[config.mk]
export PLATFORM = sky130hd
export DESIGN_NAME = wfch_crc16
export DESIGN_NICKNAME = d
export VERILOG_FILES = /design/src/wfch_pkg.sv /design/src/wfch_crc16.sv
export SDC_FILE = /design/constraint.sdc
export NUM_CORES = 1
export LEC_CHECK = 0
export ABC_AREA = 0
export BUFFER_PORTS_ARGS = -buffer_cell sky130_fd_sc_hd__buf_2
export CAP_MARGIN = 30
export CORE_ASPECT_RATIO = 0.8
export CORE_MARGIN = 3
export CORE_UTILIZATION = 51
export DETAILED_ROUTE_END_ITERATION = 6
export PLACE_DENSITY_LB_ADDON = 0.12
export SETUP_SLACK_MARGIN = 0.15
export SLEW_MARGIN = 15
export SYNTH_ARGS = -nofsm -noshare
export SYNTH_HDL_FRONTEND = slang
export SYNTH_SLANG_ARGS = --single-unit
[constraint.sdc]
create_clock -name sys_clk_in -period 2 [get_ports sys_clk_in]
set_input_delay 0.4 -clock sys_clk_in [delete_from_list [all_inputs] [get_ports sys_clk_in]]
set_output_delay 0.4 -clock sys_clk_in [all_outputs]
set_load 0.005 [all_outputs]
[src/wfch_pkg.sv]
// ---------------------------------------------------------------
// ---------------------------------------------------------------
`default_nettype none
package wfch_pkg;
    localparam int OCT_W = 8;
    localparam int CRC_W = 16;
    localparam int DLCI_W = 13;
    localparam int CODING_W = 5;
    localparam int ORDER_W = 4;
    localparam int DROP_W = 2;
    localparam int ADDR_W = 4;
    localparam int DATA_W = 16;
    localparam int EV_W = 3;
    // check sequence
    localparam logic [15:0] CRC_INIT = 16'hffff;
    localparam logic [15:0] CRC_POLY_REV = 16'h8408;
    localparam logic [15:0] CRC_GOOD = 16'hf0b8;
    // octet positions, counted from 1 without flags
    localparam logic [3:0] POS_ADDR1 = 4'h1;
    localparam logic [3:0] POS_ADDR2 = 4'h2;
    localparam logic [3:0] POS_PROTO = 4'h4;
    localparam logic [3:0] POS_CODING = 4'h5;
    localparam logic [3:0] POS_ORDER = 4'h6;
    localparam logic [3:0] POS_STAMP = 4'h7;
    localparam logic [3:0] HDR_CHECK_LEN = 4'h8;
    localparam logic [3:0] MIN_LEN = 4'ha;
    // field positions inside header octets
    localparam int MORE_BIT = 7;
    localparam int CODING_LSB = 0;
    localparam int ORDER_LSB = 4;
    localparam int DROPPED_LSB = 2;
    localparam int MAXDROP_LSB = 0;
    // protocol selector codes carrying voice or voiceband data
    localparam logic [7:0] PROTO_VOICE = 8'h01;
    localparam logic [7:0] PROTO_VBD = 8'h02;
    // register offsets
    localparam logic [3:0] REG_CTRL = 4'h0;
    localparam logic [3:0] REG_STATUS = 4'h1;
    localparam logic [3:0] REG_MASK = 4'h2;
    localparam logic [3:0] REG_HDR = 4'h3;
    localparam logic [3:0] REG_LINK = 4'h4;
    localparam logic [3:0] REG_ORDER_STAMP = 4'h5;
    localparam logic [3:0] REG_DROP = 4'h6;
    localparam logic [3:0] REG_FRAMES = 4'h7;
    // field and event bits
    localparam int CTRL_CONGEST = 0;
    localparam int EV_OK = 0;
    localparam int EV_CRC = 1;
    localparam int EV_ORDER = 2;
    // reset values
    localparam logic CTRL_RST = 1'b0;
    localparam logic [2:0] MASK_RST = 3'h0;
    // timing
    localparam int CLK_PERIOD_NS = 10;
    localparam int MS_TICK_NS = 1000000;
    localparam int MS_TICK_CYCLES = MS_TICK_NS / CLK_PERIOD_NS;
    typedef enum logic [0:0] {
        WFCH_IDLE = 1'b0,
        WFCH_FRAME = 1'b1
    } wfch_fsm_t;
endpackage
`default_nettype wire

[src/wfch_crc16.sv]
`default_nettype none
module wfch_crc16 (
    // clock and reset
    input wire logic sys_clk_in,
    input wire logic sys_rst_in,
    // octet feed
    input wire logic init_in,
    input wire logic en_in,
    input wire logic [wfch_pkg::OCT_W-1:0] data_in,
    // running check value
    output logic [wfch_pkg::CRC_W-1:0] crc_out
);
    typedef struct packed {
        logic [wfch_pkg::CRC_W-1:0] crc;
    } wfch_crc_state_t;

    wfch_crc_state_t r_reg;
    wfch_crc_state_t r_next;

    // one octet, low bit first, reflected polynomial
    function automatic logic [15:0] wfch_crc_byte(input logic [15:0] c, input logic [7:0] d);
        logic [15:0] x;
        x = c;
        for (int i = 0; i < 8; i++) begin
            x = (x[0] ^ d[i]) ? ((x >> 1) ^ wfch_pkg::CRC_POLY_REV) : (x >> 1);
        end
        return x;
    endfunction

    always_comb begin
        r_next = r_reg;
        if (en_in) begin
            r_next.crc = wfch_crc_byte(init_in ? wfch_pkg::CRC_INIT : r_reg.crc, data_in);
        end
    end

    always_ff @(posedge sys_clk_in) begin
        if (sys_rst_in) begin
            r_reg <= '{crc: wfch_pkg::CRC_INIT};
        end else begin
            r_reg <= r_next;
        end
    end

    assign crc_out = r_reg.crc;

    property p_crc_zero_octet;
        @(posedge sys_clk_in) disable iff (sys_rst_in)
        en_in && init_in && data_in == 8'h00 |=> crc_out == 16'h0f87;
    endproperty
    a_crc_zero_octet: assert property (p_crc_zero_octet) else $error("check step wrong");

    property p_crc_hold;
        @(posedge sys_clk_in) disable iff (sys_rst_in)
        !en_in |=> $stable(crc_out);
    endproperty
    a_crc_hold: assert property (p_crc_hold) else $error("check moved without octet");
endmodule
`default_nettype wire

# Yosys cells after proc, flatten, opt, wreduce, memory -nomap -nowiden
# Index checks and enable logic that the tools add are counted.
classes:
  bitwise: 16
  n_mux: 9
ops:
  columns: ["operator", "count"]
  rows:
  - ["16-bit 2-to-1 mux", 9]
  - ["2-bit inverter with 3-bit output", 8]
  - ["1-bit bitwise XOR", 8]
word_totals:
  out_inout_bits: 16
  register_bits: 16

# Depth between registers and ports, before layout
# Gate-level depths: netlist of run 1.
depth:
  word_depth: 17
  mapped_depth: 6

# Worst setup path before layout of run 1
# OpenSTA, ideal clock, no wires.
synth_path:
  path_type: "input -> register"
  start: "input init_in"
  end: "register r_reg (netlist bit crc_out[2])"
  t_arrival_ns: 1.435
  setup_slack_ns: 0.440
  path_buffers: 1
  setup_time_ns: 0.124
  stages: 4
  cell_sequence: "buf_4 > or3_1 > and4_1 > a2111o_1"
synth_between:
  elab_chain_cells: 11
synth_lines:
  columns: ["element", "line", "source"]
  rows:
  - ["start: declaration", "wfch_crc16.sv:7", "input wire logic init_in,"]
  - ["16-bit 2-to-1 mux (*)", "wfch_crc16.sv:33", "r_next.crc = wfch_crc_byte(init_in ? wfch_pkg::CRC_INIT : r_reg.crc, data_in);"]
  - ["16-bit 2-to-1 mux (*) (2 in a row)", "wfch_crc16.sv:25", "x = (x[0] ^ d[i]) ? ((x >> 1) ^ wfch_pkg::CRC_POLY_REV) : (x >> 1);"]
  - ["1-bit bitwise XOR / 2-bit inverter with 3-bit output (equally long branches)", null, null]
  - ["16-bit 2-to-1 mux (*) (4 in a row)", "wfch_crc16.sv:25", null]
  - ["1-bit bitwise XOR", "wfch_crc16.sv:25", null]
  - ["16-bit 2-to-1 mux (*) (2 in a row)", "wfch_crc16.sv:25", null]
  - ["end signal: assignment", "wfch_crc16.sv:39", "r_reg <= '{crc: wfch_pkg::CRC_INIT};"]
  - ["end signal: assignment", "wfch_crc16.sv:41", "r_reg <= r_next;"]
  - ["end: declaration", "wfch_crc16.sv:17", "wfch_crc_state_t r_reg;"]
# Mark *: on every way between the ends. The rest lies on a longest branch, timed or not.
# A chain may end at the register's enable or synchronous reset.

# Worst setup path after layout of run 1
layout_path:
  start: "register r_reg (netlist bit crc_out[0])"
  end: "register r_reg (netlist bit crc_out[3])"
layout_between:
  elab_chain_cells: 11
layout_lines:
  columns: ["element", "line"]
  rows:
  - ["16-bit 2-to-1 mux (*)", "wfch_crc16.sv:33"]
  - ["1-bit bitwise XOR (*)", "wfch_crc16.sv:25"]
  - ["16-bit 2-to-1 mux (*) (7 in a row)", "wfch_crc16.sv:25"]
  - ["2-bit inverter with 3-bit output (no source line)", null]
  - ["16-bit 2-to-1 mux (*)", "wfch_crc16.sv:25"]
# Marks and branches as above.

==> results of run 1 <==
## synth_stat cells (all sizes together)
cell type	n	area, sq um
or2	1	6.26
o21a	2	15.0
nor3	6	35.0
nand2b	1	6.26
a311o	3	30.0
nor2	13	51.3
nor4b	1	8.76
xnor2	13	114
a311oi	1	8.76
o21ai	4	20.0
xor2	4	35.0
o211ai	1	7.51
a211oi	2	15.0
inv	1	3.75
clkinv	1	3.75
and2b	1	7.51
nand2	1	3.75
xnor3	4	90.1
a21oi	4	20.0
a211o	8	70.1
or3	3	18.8
dlymetal6s2s	1	12.5
a2111o	1	11.3
dfxtp	16	320
o21bai	1	7.51
a21bo	2	20.0
and4	1	8.76
buf	5	38.8
nor2b	7	43.8
## worst max-delay path by stage
| stage | cells after the start | slack (ns) | to |
|---|---|---|---|
| CTS | 4 | 0.35 | crc_out[3]$_SDFFE_PP1P_ |
| finish | 4 | 0.35 | crc_out[3]$_SDFFE_PP1P_ |
| global route | 4 | 0.29 | crc_out[3]$_SDFFE_PP1P_ |
| detailed placement | 4 | 0.18 | crc_out[3]$_SDFFE_PP1P_ |
| floorplan | 4 | 0.44 | crc_out[2]$_SDFFE_PP1P_ |
| global placement | 4 | 0.24 | crc_out[3]$_SDFFE_PP1P_ |
## cell families after synthesis
| family | Yosys count |
|---|---|
| buffers and inverters | 8 |
| xor gates and xnor gates | 21 |
| DFF | 16 |
| and+or+nand+nor | 35 |
| AOI/OAI and AO/OA | 29 |
## where the power goes
group	switching [mW]	internal [mW]
clock network	0.104	0.111
registers	0.0334	0.353
logic	0.123	0.154
total	0.260	0.618
## per-stage QoR
stage | hold WS, ns | instance area [sq um] | worst slack, ns
after global placement | 0.471 | 1150 | 0.238
after global routing | 0.527 | 1190 | 0.286
after CTS | 0.509 | 1190 | 0.348
after floorplan | 0.486 | 1030 | 0.440
after detailed placement | 0.516 | 1150 | 0.177
final | 0.503 | 1190 | 0.348
## layer usage
metal	part of all wire	wire length (microns)
met3	0.059	132
met5	0	0
met2	0.48	1080
met1	0.45	1010
met4	0.0040	9
## final cells by class
| type | count | area [sq um] | share of cell area |
|---|---|---|---|
| clock buffer | 4 | 36.3 | 0.0305 |
| tap | 22 | 27.5 | 0.0232 |
| multi-input combinational | 85 | 654 | 0.551 |
| timing repair buffer | 28 | 143 | 0.120 |
| inverter | 2 | 7.51 | 0.00632 |
| sequential | 16 | 320 | 0.269 |
## critical path, cell delays in order, from the launching register on
cell and delay, ns:
dfxtp_1 0.45, xnor2_1 0.11, or3_1 0.34, a211o_1 0.30, a311o_1 0.34
==> summary.txt, run 1 <==
Outcome
  • Status: finished clean

Route
  • Drt total wl: 2230 microns
  • Via count: 863
  • Post-route ant nets: 0
  • DR pass1 iterations: 4
  • Vias/cell: 5.50
  • DRC Markers: 0
  • Number of DRC markers in iteration 0: 8
  • Wire per inst: 14.2 microns

Synthesis
  • Mux cell area share after synthesis: 0
  • Largest family of logic cells by synthesized area: XOR/XNOR gates
  • Post-Synth XOR/XNOR Area: 0.231
  • Cells after Synth: 109
  • Compound-Gate Fraction of Synth Area: 0.218
  • Sequential share of the synthesized area: 0.310
  • Ys Warns: 0
  • Adder-Cell Fraction of Synth Area: 0
  • Syn_area_per_cell: 9.48 sq um
  • Count of cell types in the netlist: 34
  • Post-synthesis register bit count: 16
  • Post-Synth Simple-Gate Area: 0.184
  • Synth Cell Area: 1030 sq um
  • Synthesized Nets: 121

Placement
  • Cell Count Post-Placement: 153
  • Port bufs: 27
  • Gp weighted congestion: 0.771
  • DP Wirelength: 1670 microns

Floorplan
  • # rows: 13
  • Die area: 2610 sq um
  • Top-Level Pins: 28
  • Overall die width: 56.3 microns
  • Initial Utilization: 0.588
  • Die height: 46.3 microns
  • Core box area: 1760 sq um

GRT
  • First-pass GRT wire length: 3750 microns
  • Met3 usage: 0.0644
  • Gr usage total: 0.186
  • Top Usage Layer GRT: met2
  • GR Layer Usage met2: 0.350
  • Met1 Usage GRT: 0.206
  • Largest net degree at the start of global routing: 23
  • Initial antenna violation count: 0
  • Vias in the first global route: 862
  • Residual overflow from global routing: 0

Power
  • Power Total: 878 uW
  • PD cells: 739 nW/um^2
  • Worst vdd ir: 0.000512 V
  • Leak pwr: 0.490 nW

Cells and area
  • Layout cells sized above 1: 0.259
  • Area Growth Syn to Fin: 15.0%
  • Commonest non-fill, non-tap cell in the layout: buf_2
  • Max reg flops: 16
  • Final std cells w/o fill: 157
  • Fillers: 159
  • Final Util: 0.677
  • Most frequent cells in the layout: buf_2, dfxtp_1, xnor2_1
  • Antenna cell count: 0
  • Nets: 148

STA
  • Period minus WS final: 1.65 ns
  • RSZ-0062 raised after global routing: false
  • Slew headroom: 0.764
  • Fin Clk Skew: 0.00577 ns
  • Final period util: 0.826
  • Actual slew at the worst max-slew pin: 0.351 ns
  • TNS Setup: 0 ns
  • Final Max Tran Viols: 0
  • Final number of hold-violating endpoints: 0
  • Peak Freq: 0.605 GHz
  • Final Setup Violations: 0

Setup path
  • Kind of critical path: flop to flop
  • FF-to-FF Start: crc_out[0]$_SDFFE_PP1P_
  • Crit path from: crc_out[0]$_SDFFE_PP1P_
  • WP data required: 2.19 ns
  • Reg-to-reg endpoint: crc_out[3]$_SDFFE_PP1P_
  • Cells on worst reg2reg path: 4
  • Worst R2R Setup Slack: 0.35 ns
  • Crit-path max FO: 5
  • WP data arrival: 1.84 ns
  • Crit. End Element: flop
  • Setup crit start kind: flop

Worst hold path
  • HP Start: data_in[3]
  • Hold Path Cell Cnt: 3
  • Worst min path class: primary input to flop
  • WHS Endpoint: crc_out[6]$_SDFFE_PP1P_

CTS
  • TritonCTS Sinks: 16
  • CTS tree: built
  • Number of H-tree levels: 1
  • Worst-Skew Late Latency: 0.29 ns
  • Post-CTS sizing: 0
  • Num CTS Buffers: 3
  • Setup Buffers After CTS: 0
  • Worst-path clk slew: 0.10 ns
  • Hold_buf cts: 0
  • Clock root cell: clkbuf_4
  • Clock tree buffer depth: 2

Run
  • Max cap viols: 0
(Power assumes the default switching activity.)
==> run 2: changes to the inputs <==
- clock period: 2 -> 1.6 ns (I/O delays scaled with it)
==> summary.txt, run 2 (synthesis gave the netlist of run 1 again) <==
Outcome
  • Status: finished clean

CTS
  • TritonCTS Sinks: 16 (unchanged)
  • Num CTS Buffers: 3 (unchanged)
  • Clock root cell: clkbuf_4
  • Hold_buf cts: 0 (unchanged)
  • Clock tree buffer depth: 2 (unchanged)
  • Worst-path clk slew: 0.09 ns (about the same)
  • Worst-Skew Late Latency: 0.29 ns (about the same)
  • CTS tree: built
  • Number of H-tree levels: 1 (unchanged)

Cells and area
  • Nets: 153 (+3.4%)
  • Max reg flops: 16 (unchanged)
  • Antenna cell count: 0 (unchanged)
  • Commonest non-fill, non-tap cell in the layout: buf_2
  • Layout cells sized above 1: 0.336 (+0.0765)
  • Most frequent cells in the layout: buf_2, dfxtp_1, xnor2_1
  • Finished Cell Area: 1250 sq um (+4.9%)
  • Area Growth Syn to Fin: 20.7%

Route
  • Vias/cell: 5.60 (+1.9%)
  • Drt total wl: 2270 microns (+1.9%)
  • Via count: 907 (+5.1%)
  • Wire per inst: 14.0 microns (-1.2%)
  • DRC Markers: 0 (unchanged)
  • Post-route ant nets: 0 (unchanged)
  • DR pass1 iterations: 4 (unchanged)
  • Number of DRC markers in iteration 0: 20 (+12)

STA
  • Slew headroom: 0.750 (-0.0148)
  • RSZ-0062 raised after global routing: true
  • Period minus WS final: 1.48 ns (-0.176 ns)
  • Peak Freq: 0.677 GHz (+12%)
  • Final Setup Violations: 0 (unchanged)
  • Actual slew at the worst max-slew pin: 0.373 ns (+0.0217 ns)
  • Final Max Tran Viols: 0 (unchanged)
  • Final period util: 0.923 (+0.0967)
  • TNS Setup: 0 ns (unchanged)
  • Fin Clk Skew: 0.00401 ns (-0.00176 ns)
  • Final number of hold-violating endpoints: 0 (unchanged)

GRT
  • Largest net degree at the start of global routing: 23 (unchanged)
  • Residual overflow from global routing: 0 (unchanged)
  • Gr usage total: 0.191 (+0.00515)
  • Initial antenna violation count: 0 (unchanged)
  • Vias in the first global route: 812 (-5.8%)
  • First-pass GRT wire length: 3770 microns (+0.56%)

Floorplan
  • Die height: 46.3 microns (unchanged)
  • Overall die width: 56.3 microns (unchanged)
  • Core box area: 1760 sq um (unchanged)
  • Initial Utilization: 0.588 (unchanged)
  • Top-Level Pins: 28 (unchanged)
  • Die area: 2610 sq um (unchanged)
  • # rows: 13 (unchanged)

Power
  • Worst vdd ir: 0.000709 V (+39%)
  • PD cells: 870 nW/um^2 (+18%)
  • Leak pwr: 0.519 nW (+5.9%)

Run
  • Max cap viols: 0 (unchanged)

Setup path
  • Max stage delay on crit path: 0.38 ns (-0.07 ns)
  • Crit-path max FO: 3 (-2)
  • WP data required: 1.78 ns (-0.41 ns)
  • Kind of critical path: flop to flop
  • WP data arrival: 1.65 ns (-0.19 ns)
  • Crit. End Element: flop
  • Worst path cell trace: xnor2_2 > or3_1 > a211o_1 > a311o_1
  • Setup crit start kind: flop
  • CP max-delay cell: dfxtp_4

Placement
  • Gp weighted congestion: 0.701 (-9.1%)
  • DP Wirelength: 1650 microns (-1.4%)
  • Port bufs: 27 (unchanged)
  • Dpl cell area: 1200 sq um (+4.0%)

Worst hold path
  • Worst min path class: primary input to flop
-- run 2: layout make-up --
type	instances	area, sq um
clock buffer	4	26.3
fill	150	509
timing repair buffer	33	180
sequential	16	327
multi-input combinational	85	679
inverter	2	7.51
tap	22	27.5
-- run 2: per-stage QoR --
step	hold WS [ns]	power [mW]	utilization	instances	setup WS (ns)
after floorplan	0.486	0.754	-	109	0.151
after global placement	0.471	0.846	0.682	157	0.0529
after detailed placement	0.482	0.860	0.682	157	0.0264
after CTS	0.434	1.10	0.703	162	0.133
after global routing	0.460	1.16	0.710	162	0.0853
final	0.431	1.08	0.710	162	0.124
-- run 2: routing by layer --
metal,up-vias,global-route usage,share of wire
met4,0,0.0427,0.0053
li1,449,-,-
met1,430,0.239,0.46
met3,2,0.0588,0.054
met5,-,0,0
met2,26,0.331,0.48
-- run 2: final timing paths --
kind	startpoint	to	slack (ns)	cells after the start
max reg2reg	crc_out[0]$_SDFFE_PP1P_	crc_out[3]$_SDFFE_PP1P_	0.12	4
max	crc_out[0]$_SDFFE_PP1P_	crc_out[3]$_SDFFE_PP1P_	0.12	4
min reg2reg	crc_out[15]$_SDFFE_PP1P_	crc_out[15]$_SDFFE_PP1P_	0.50	1
min	data_in[3]	crc_out[6]$_SDFFE_PP1P_	0.43	3
-- run 2: what timing repair did --
item	4_1_cts	5_1_grt
setup endpoints to repair	2	5
setup buffers	1	0
hold endpoints to repair	0	0
gates resized for setup	1	4
pin swaps	1	3
-- run 2: report_power, final --
group / leakage, nW / internal, mW / switching [mW]
Sequential: 0.133 / 0.443 / 0.0414
Clock: 0.0150 / 0.0969 / 0.128
Combinational: 0.371 / 0.212 / 0.163
-- run 2: worst max-delay path, delay by kind of cell (launching register included) --
kind             cells  cell delay, ns
flip-flops           1            0.38
AO/OA/AOI/OAI        2            0.53
XOR/XNOR             1            0.13
AND/OR/NAND/NOR      1            0.33
==> run 3: changes to the inputs <==
- BUFFER_PORTS_ARGS: -buffer_cell sky130_fd_sc_hd__buf_2 -> default
- CORE_UTILIZATION: 51 -> 57
- DONT_BUFFER_PORTS: default -> 1
==> summary.txt, run 3 (synthesis gave the netlist of run 1 again) <==
Cells and area
  • Final std cells w/o fill: 133 (-18%)
  • Most frequent cells in the layout: dfxtp_1, xnor2_1, nor2_1
  • Nets: 124 (-19%)
  • Layout cells sized above 1: 0.162 (-0.174)
  • Max reg flops: 16 (unchanged)
  • Finished Cell Area: 1100 sq um (-12%)
  • Final Util: 0.658 (-0.0522)
  • Commonest non-fill, non-tap cell in the layout: dfxtp_1
  • Antenna cell count: 0 (unchanged)
  • Area Growth Syn to Fin: 6.66%
  • Fillers: 144 (-4.0%)

Floorplan
  • Initial Utilization: 0.617 (+0.0286)
  • # rows: 13 (unchanged)
  • Overall die width: 53.6 microns (-4.8%)
  • Die area: 2360 sq um (-9.3%)
  • Top-Level Pins: 28 (unchanged)
  • Core box area: 1680 sq um (-4.6%)
  • Die height: 44.1 microns (-4.7%)

CTS
  • Hold_buf cts: 0 (unchanged)
  • Worst-path clk slew: 0.09 ns (about the same)
  • CTS tree: built
  • Clock root cell: clkbuf_4
  • Clock tree buffer depth: 2 (unchanged)
  • Worst-Skew Late Latency: 0.28 ns (about the same)
  • TritonCTS Sinks: 16 (unchanged)
  • Setup Buffers After CTS: 0 (-1)
  • Number of H-tree levels: 1 (unchanged)
  • Num CTS Buffers: 3 (unchanged)

GRT
  • Vias in the first global route: 766 (-5.7%)
  • GR Layer Usage met2: 0.318 (-0.0132)
  • Largest net degree at the start of global routing: 24 (+4.3%)
  • Top Usage Layer GRT: met2
  • Met3 usage: 0.0842 (+0.0254)
  • First-pass GRT wire length: 3340 microns (-12%)
  • Initial antenna violation count: 0 (unchanged)
  • Residual overflow from global routing: 0 (unchanged)
  • Gr usage total: 0.197 (+0.00571)
  • Met1 Usage GRT: 0.244 (+0.00510)

Placement
  • Setup WS pre-CTS: 0.0865 ns (+0.0601 ns)
  • Dpl cell area: 1060 sq um (-12%)
  • Gp weighted congestion: 0.750 (+6.9%)
  • Port bufs: 0 (-100%)
  • Cell Count Post-Placement: 129 (-18%)
  • DP Wirelength: 1430 microns (-13%)

STA
  • Actual slew at the worst max-slew pin: 0.399 ns (+0.0264 ns)
  • RSZ-0062 raised after global routing: true
  • Peak Freq: 0.676 GHz (-0.18%)
  • TNS Setup: 0 ns (unchanged)
  • Final Max Tran Viols: 0 (unchanged)
  • Final hold slack: 0.128 ns (-0.303 ns)
  • Fin Clk Skew: 0.00233 ns (-0.00168 ns)
  • Final Setup Violations: 0 (unchanged)
  • Slew headroom: 0.732 (-0.0178)
  • Final worst-path setup slack: 0.121 ns (-0.00260 ns)
  • Final number of hold-violating endpoints: 0 (unchanged)
  • Final period util: 0.924 (+0.00163)
  • Period minus WS final: 1.48 ns (+0.00260 ns)

Route
  • Vias/cell: 6.02 (+7.6%)
  • DRC Markers: 0 (unchanged)
  • Wire per inst: 14.7 microns (+5.0%)
  • DR pass1 iterations: 4 (unchanged)
  • Via count: 801 (-12%)
  • Drt total wl: 1960 microns (-14%)
  • Number of DRC markers in iteration 0: 15 (-25%)
  • Post-route ant nets: 0 (unchanged)

Setup path
  • Setup crit start kind: flop
  • Max stage delay on crit path: 0.38 ns (about the same)
  • WP data required: 1.78 ns (about the same)
  • FF-to-FF Start: crc_out[0]$_SDFFE_PP1P_
  • Worst R2R Setup Slack: 0.12 ns (about the same)
  • Cells on worst reg2reg path: 4 (unchanged)
  • Worst path cell trace: xnor2_2 > or3_4 > a211o_1 > a311o_1
  • Kind of critical path: flop to flop
  • CP max-delay cell: dfxtp_4
  • Crit. End Element: flop
  • WP data arrival: 1.66 ns (about the same)
  • Crit-path max FO: 5 (+2)
  • Reg-to-reg endpoint: crc_out[3]$_SDFFE_PP1P_

Power
  • Clk pwr share: 0.253 (+0.045)
  • Power Total: 1.04 mW (-3.7%)
  • Internal: 758 uW (+0.77%)
  • Reg power frac: 0.471 (+0.024)
  • Worst vdd ir: 0.000663 V (-6.6%)
  • PD cells: 947 nW/um^2 (+8.9%)
  • Sw frac: 0.274 (-0.0325)
  • Leak pwr: 0.421 nW (-19%)
  • Combinational Power Share: 0.276 (-0.070)
  • Switching power: 287 uW (-14%)

Run
  • Max cap viols: 0 (unchanged)

Worst hold path
  • Worst min path class: primary input to flop
  • Hold Path Cell Cnt: 1 (-2)
  • WHS Endpoint: crc_out[5]$_SDFFE_PP1P_
  • HP Start: sys_rst_in

Outcome
  • Status: finished clean
==> run 3: critical path: cells and delay by family (launching register included) <==
| family | cells | cell delay (ns) |
|---|---|---|
| xor+xnor | 1 | 0.14 |
| compound gates | 2 | 0.52 |
| simple gates | 1 | 0.33 |
| flops | 1 | 0.38 |
==> run 3: area by class of cell <==
type | count | area, sq um | share of cell area
tap | 22 | 27.5 | 0.0250
sequential | 16 | 327 | 0.296
inverter | 2 | 7.51 | 0.00681
timing repair buffer | 4 | 30.0 | 0.0272
clock buffer | 4 | 36.3 | 0.0329
multi-input combinational | 85 | 674 | 0.612
==> run 3: worst max-delay path by stage <==
| stage | from | end | cells after the start |
|---|---|---|---|
| 3_3_place_gp | crc_out[0]$_SDFFE_PP1P_ | crc_out[3]$_SDFFE_PP1P_ | 4 |
| 5_1_grt | crc_out[0]$_SDFFE_PP1P_ | crc_out[3]$_SDFFE_PP1P_ | 4 |
| 4_1_cts | crc_out[0]$_SDFFE_PP1P_ | crc_out[3]$_SDFFE_PP1P_ | 4 |
| 2_1_floorplan | crc_out[0]$_SDFFE_PP1P_ | crc_out[3]$_SDFFE_PP1P_ | 4 |
| 3_5_place_dp | crc_out[0]$_SDFFE_PP1P_ | crc_out[3]$_SDFFE_PP1P_ | 4 |
| 6_report | crc_out[0]$_SDFFE_PP1P_ | crc_out[3]$_SDFFE_PP1P_ | 4 |
==> run 3: metal layers <==
layer / part of all wire / wire, microns
met1: 0.46 / 896
met2: 0.47 / 912
met3: 0.070 / 138
met4: 0.0066 / 13
met5: 0 / 0
==> run 3: power by group through the flow <==
stage | Clock [mW] | Sequential [mW] | Combinational, mW
after floorplan | 0 | 0.493 | 0.261
after global placement | 0 | 0.500 | 0.278
after detailed placement | 0 | 0.501 | 0.285
after CTS | 0.277 | 0.492 | 0.287
after global routing | 0.297 | 0.499 | 0.320
final | 0.264 | 0.492 | 0.288
==> run 3: what timing repair did <==
action | 4_1_cts | 5_1_grt
resized for setup | 1 | 3
setup endpoints to repair | 2 | 5
hold endpoints to repair | 0 | 0
pin swaps | 1 | 0
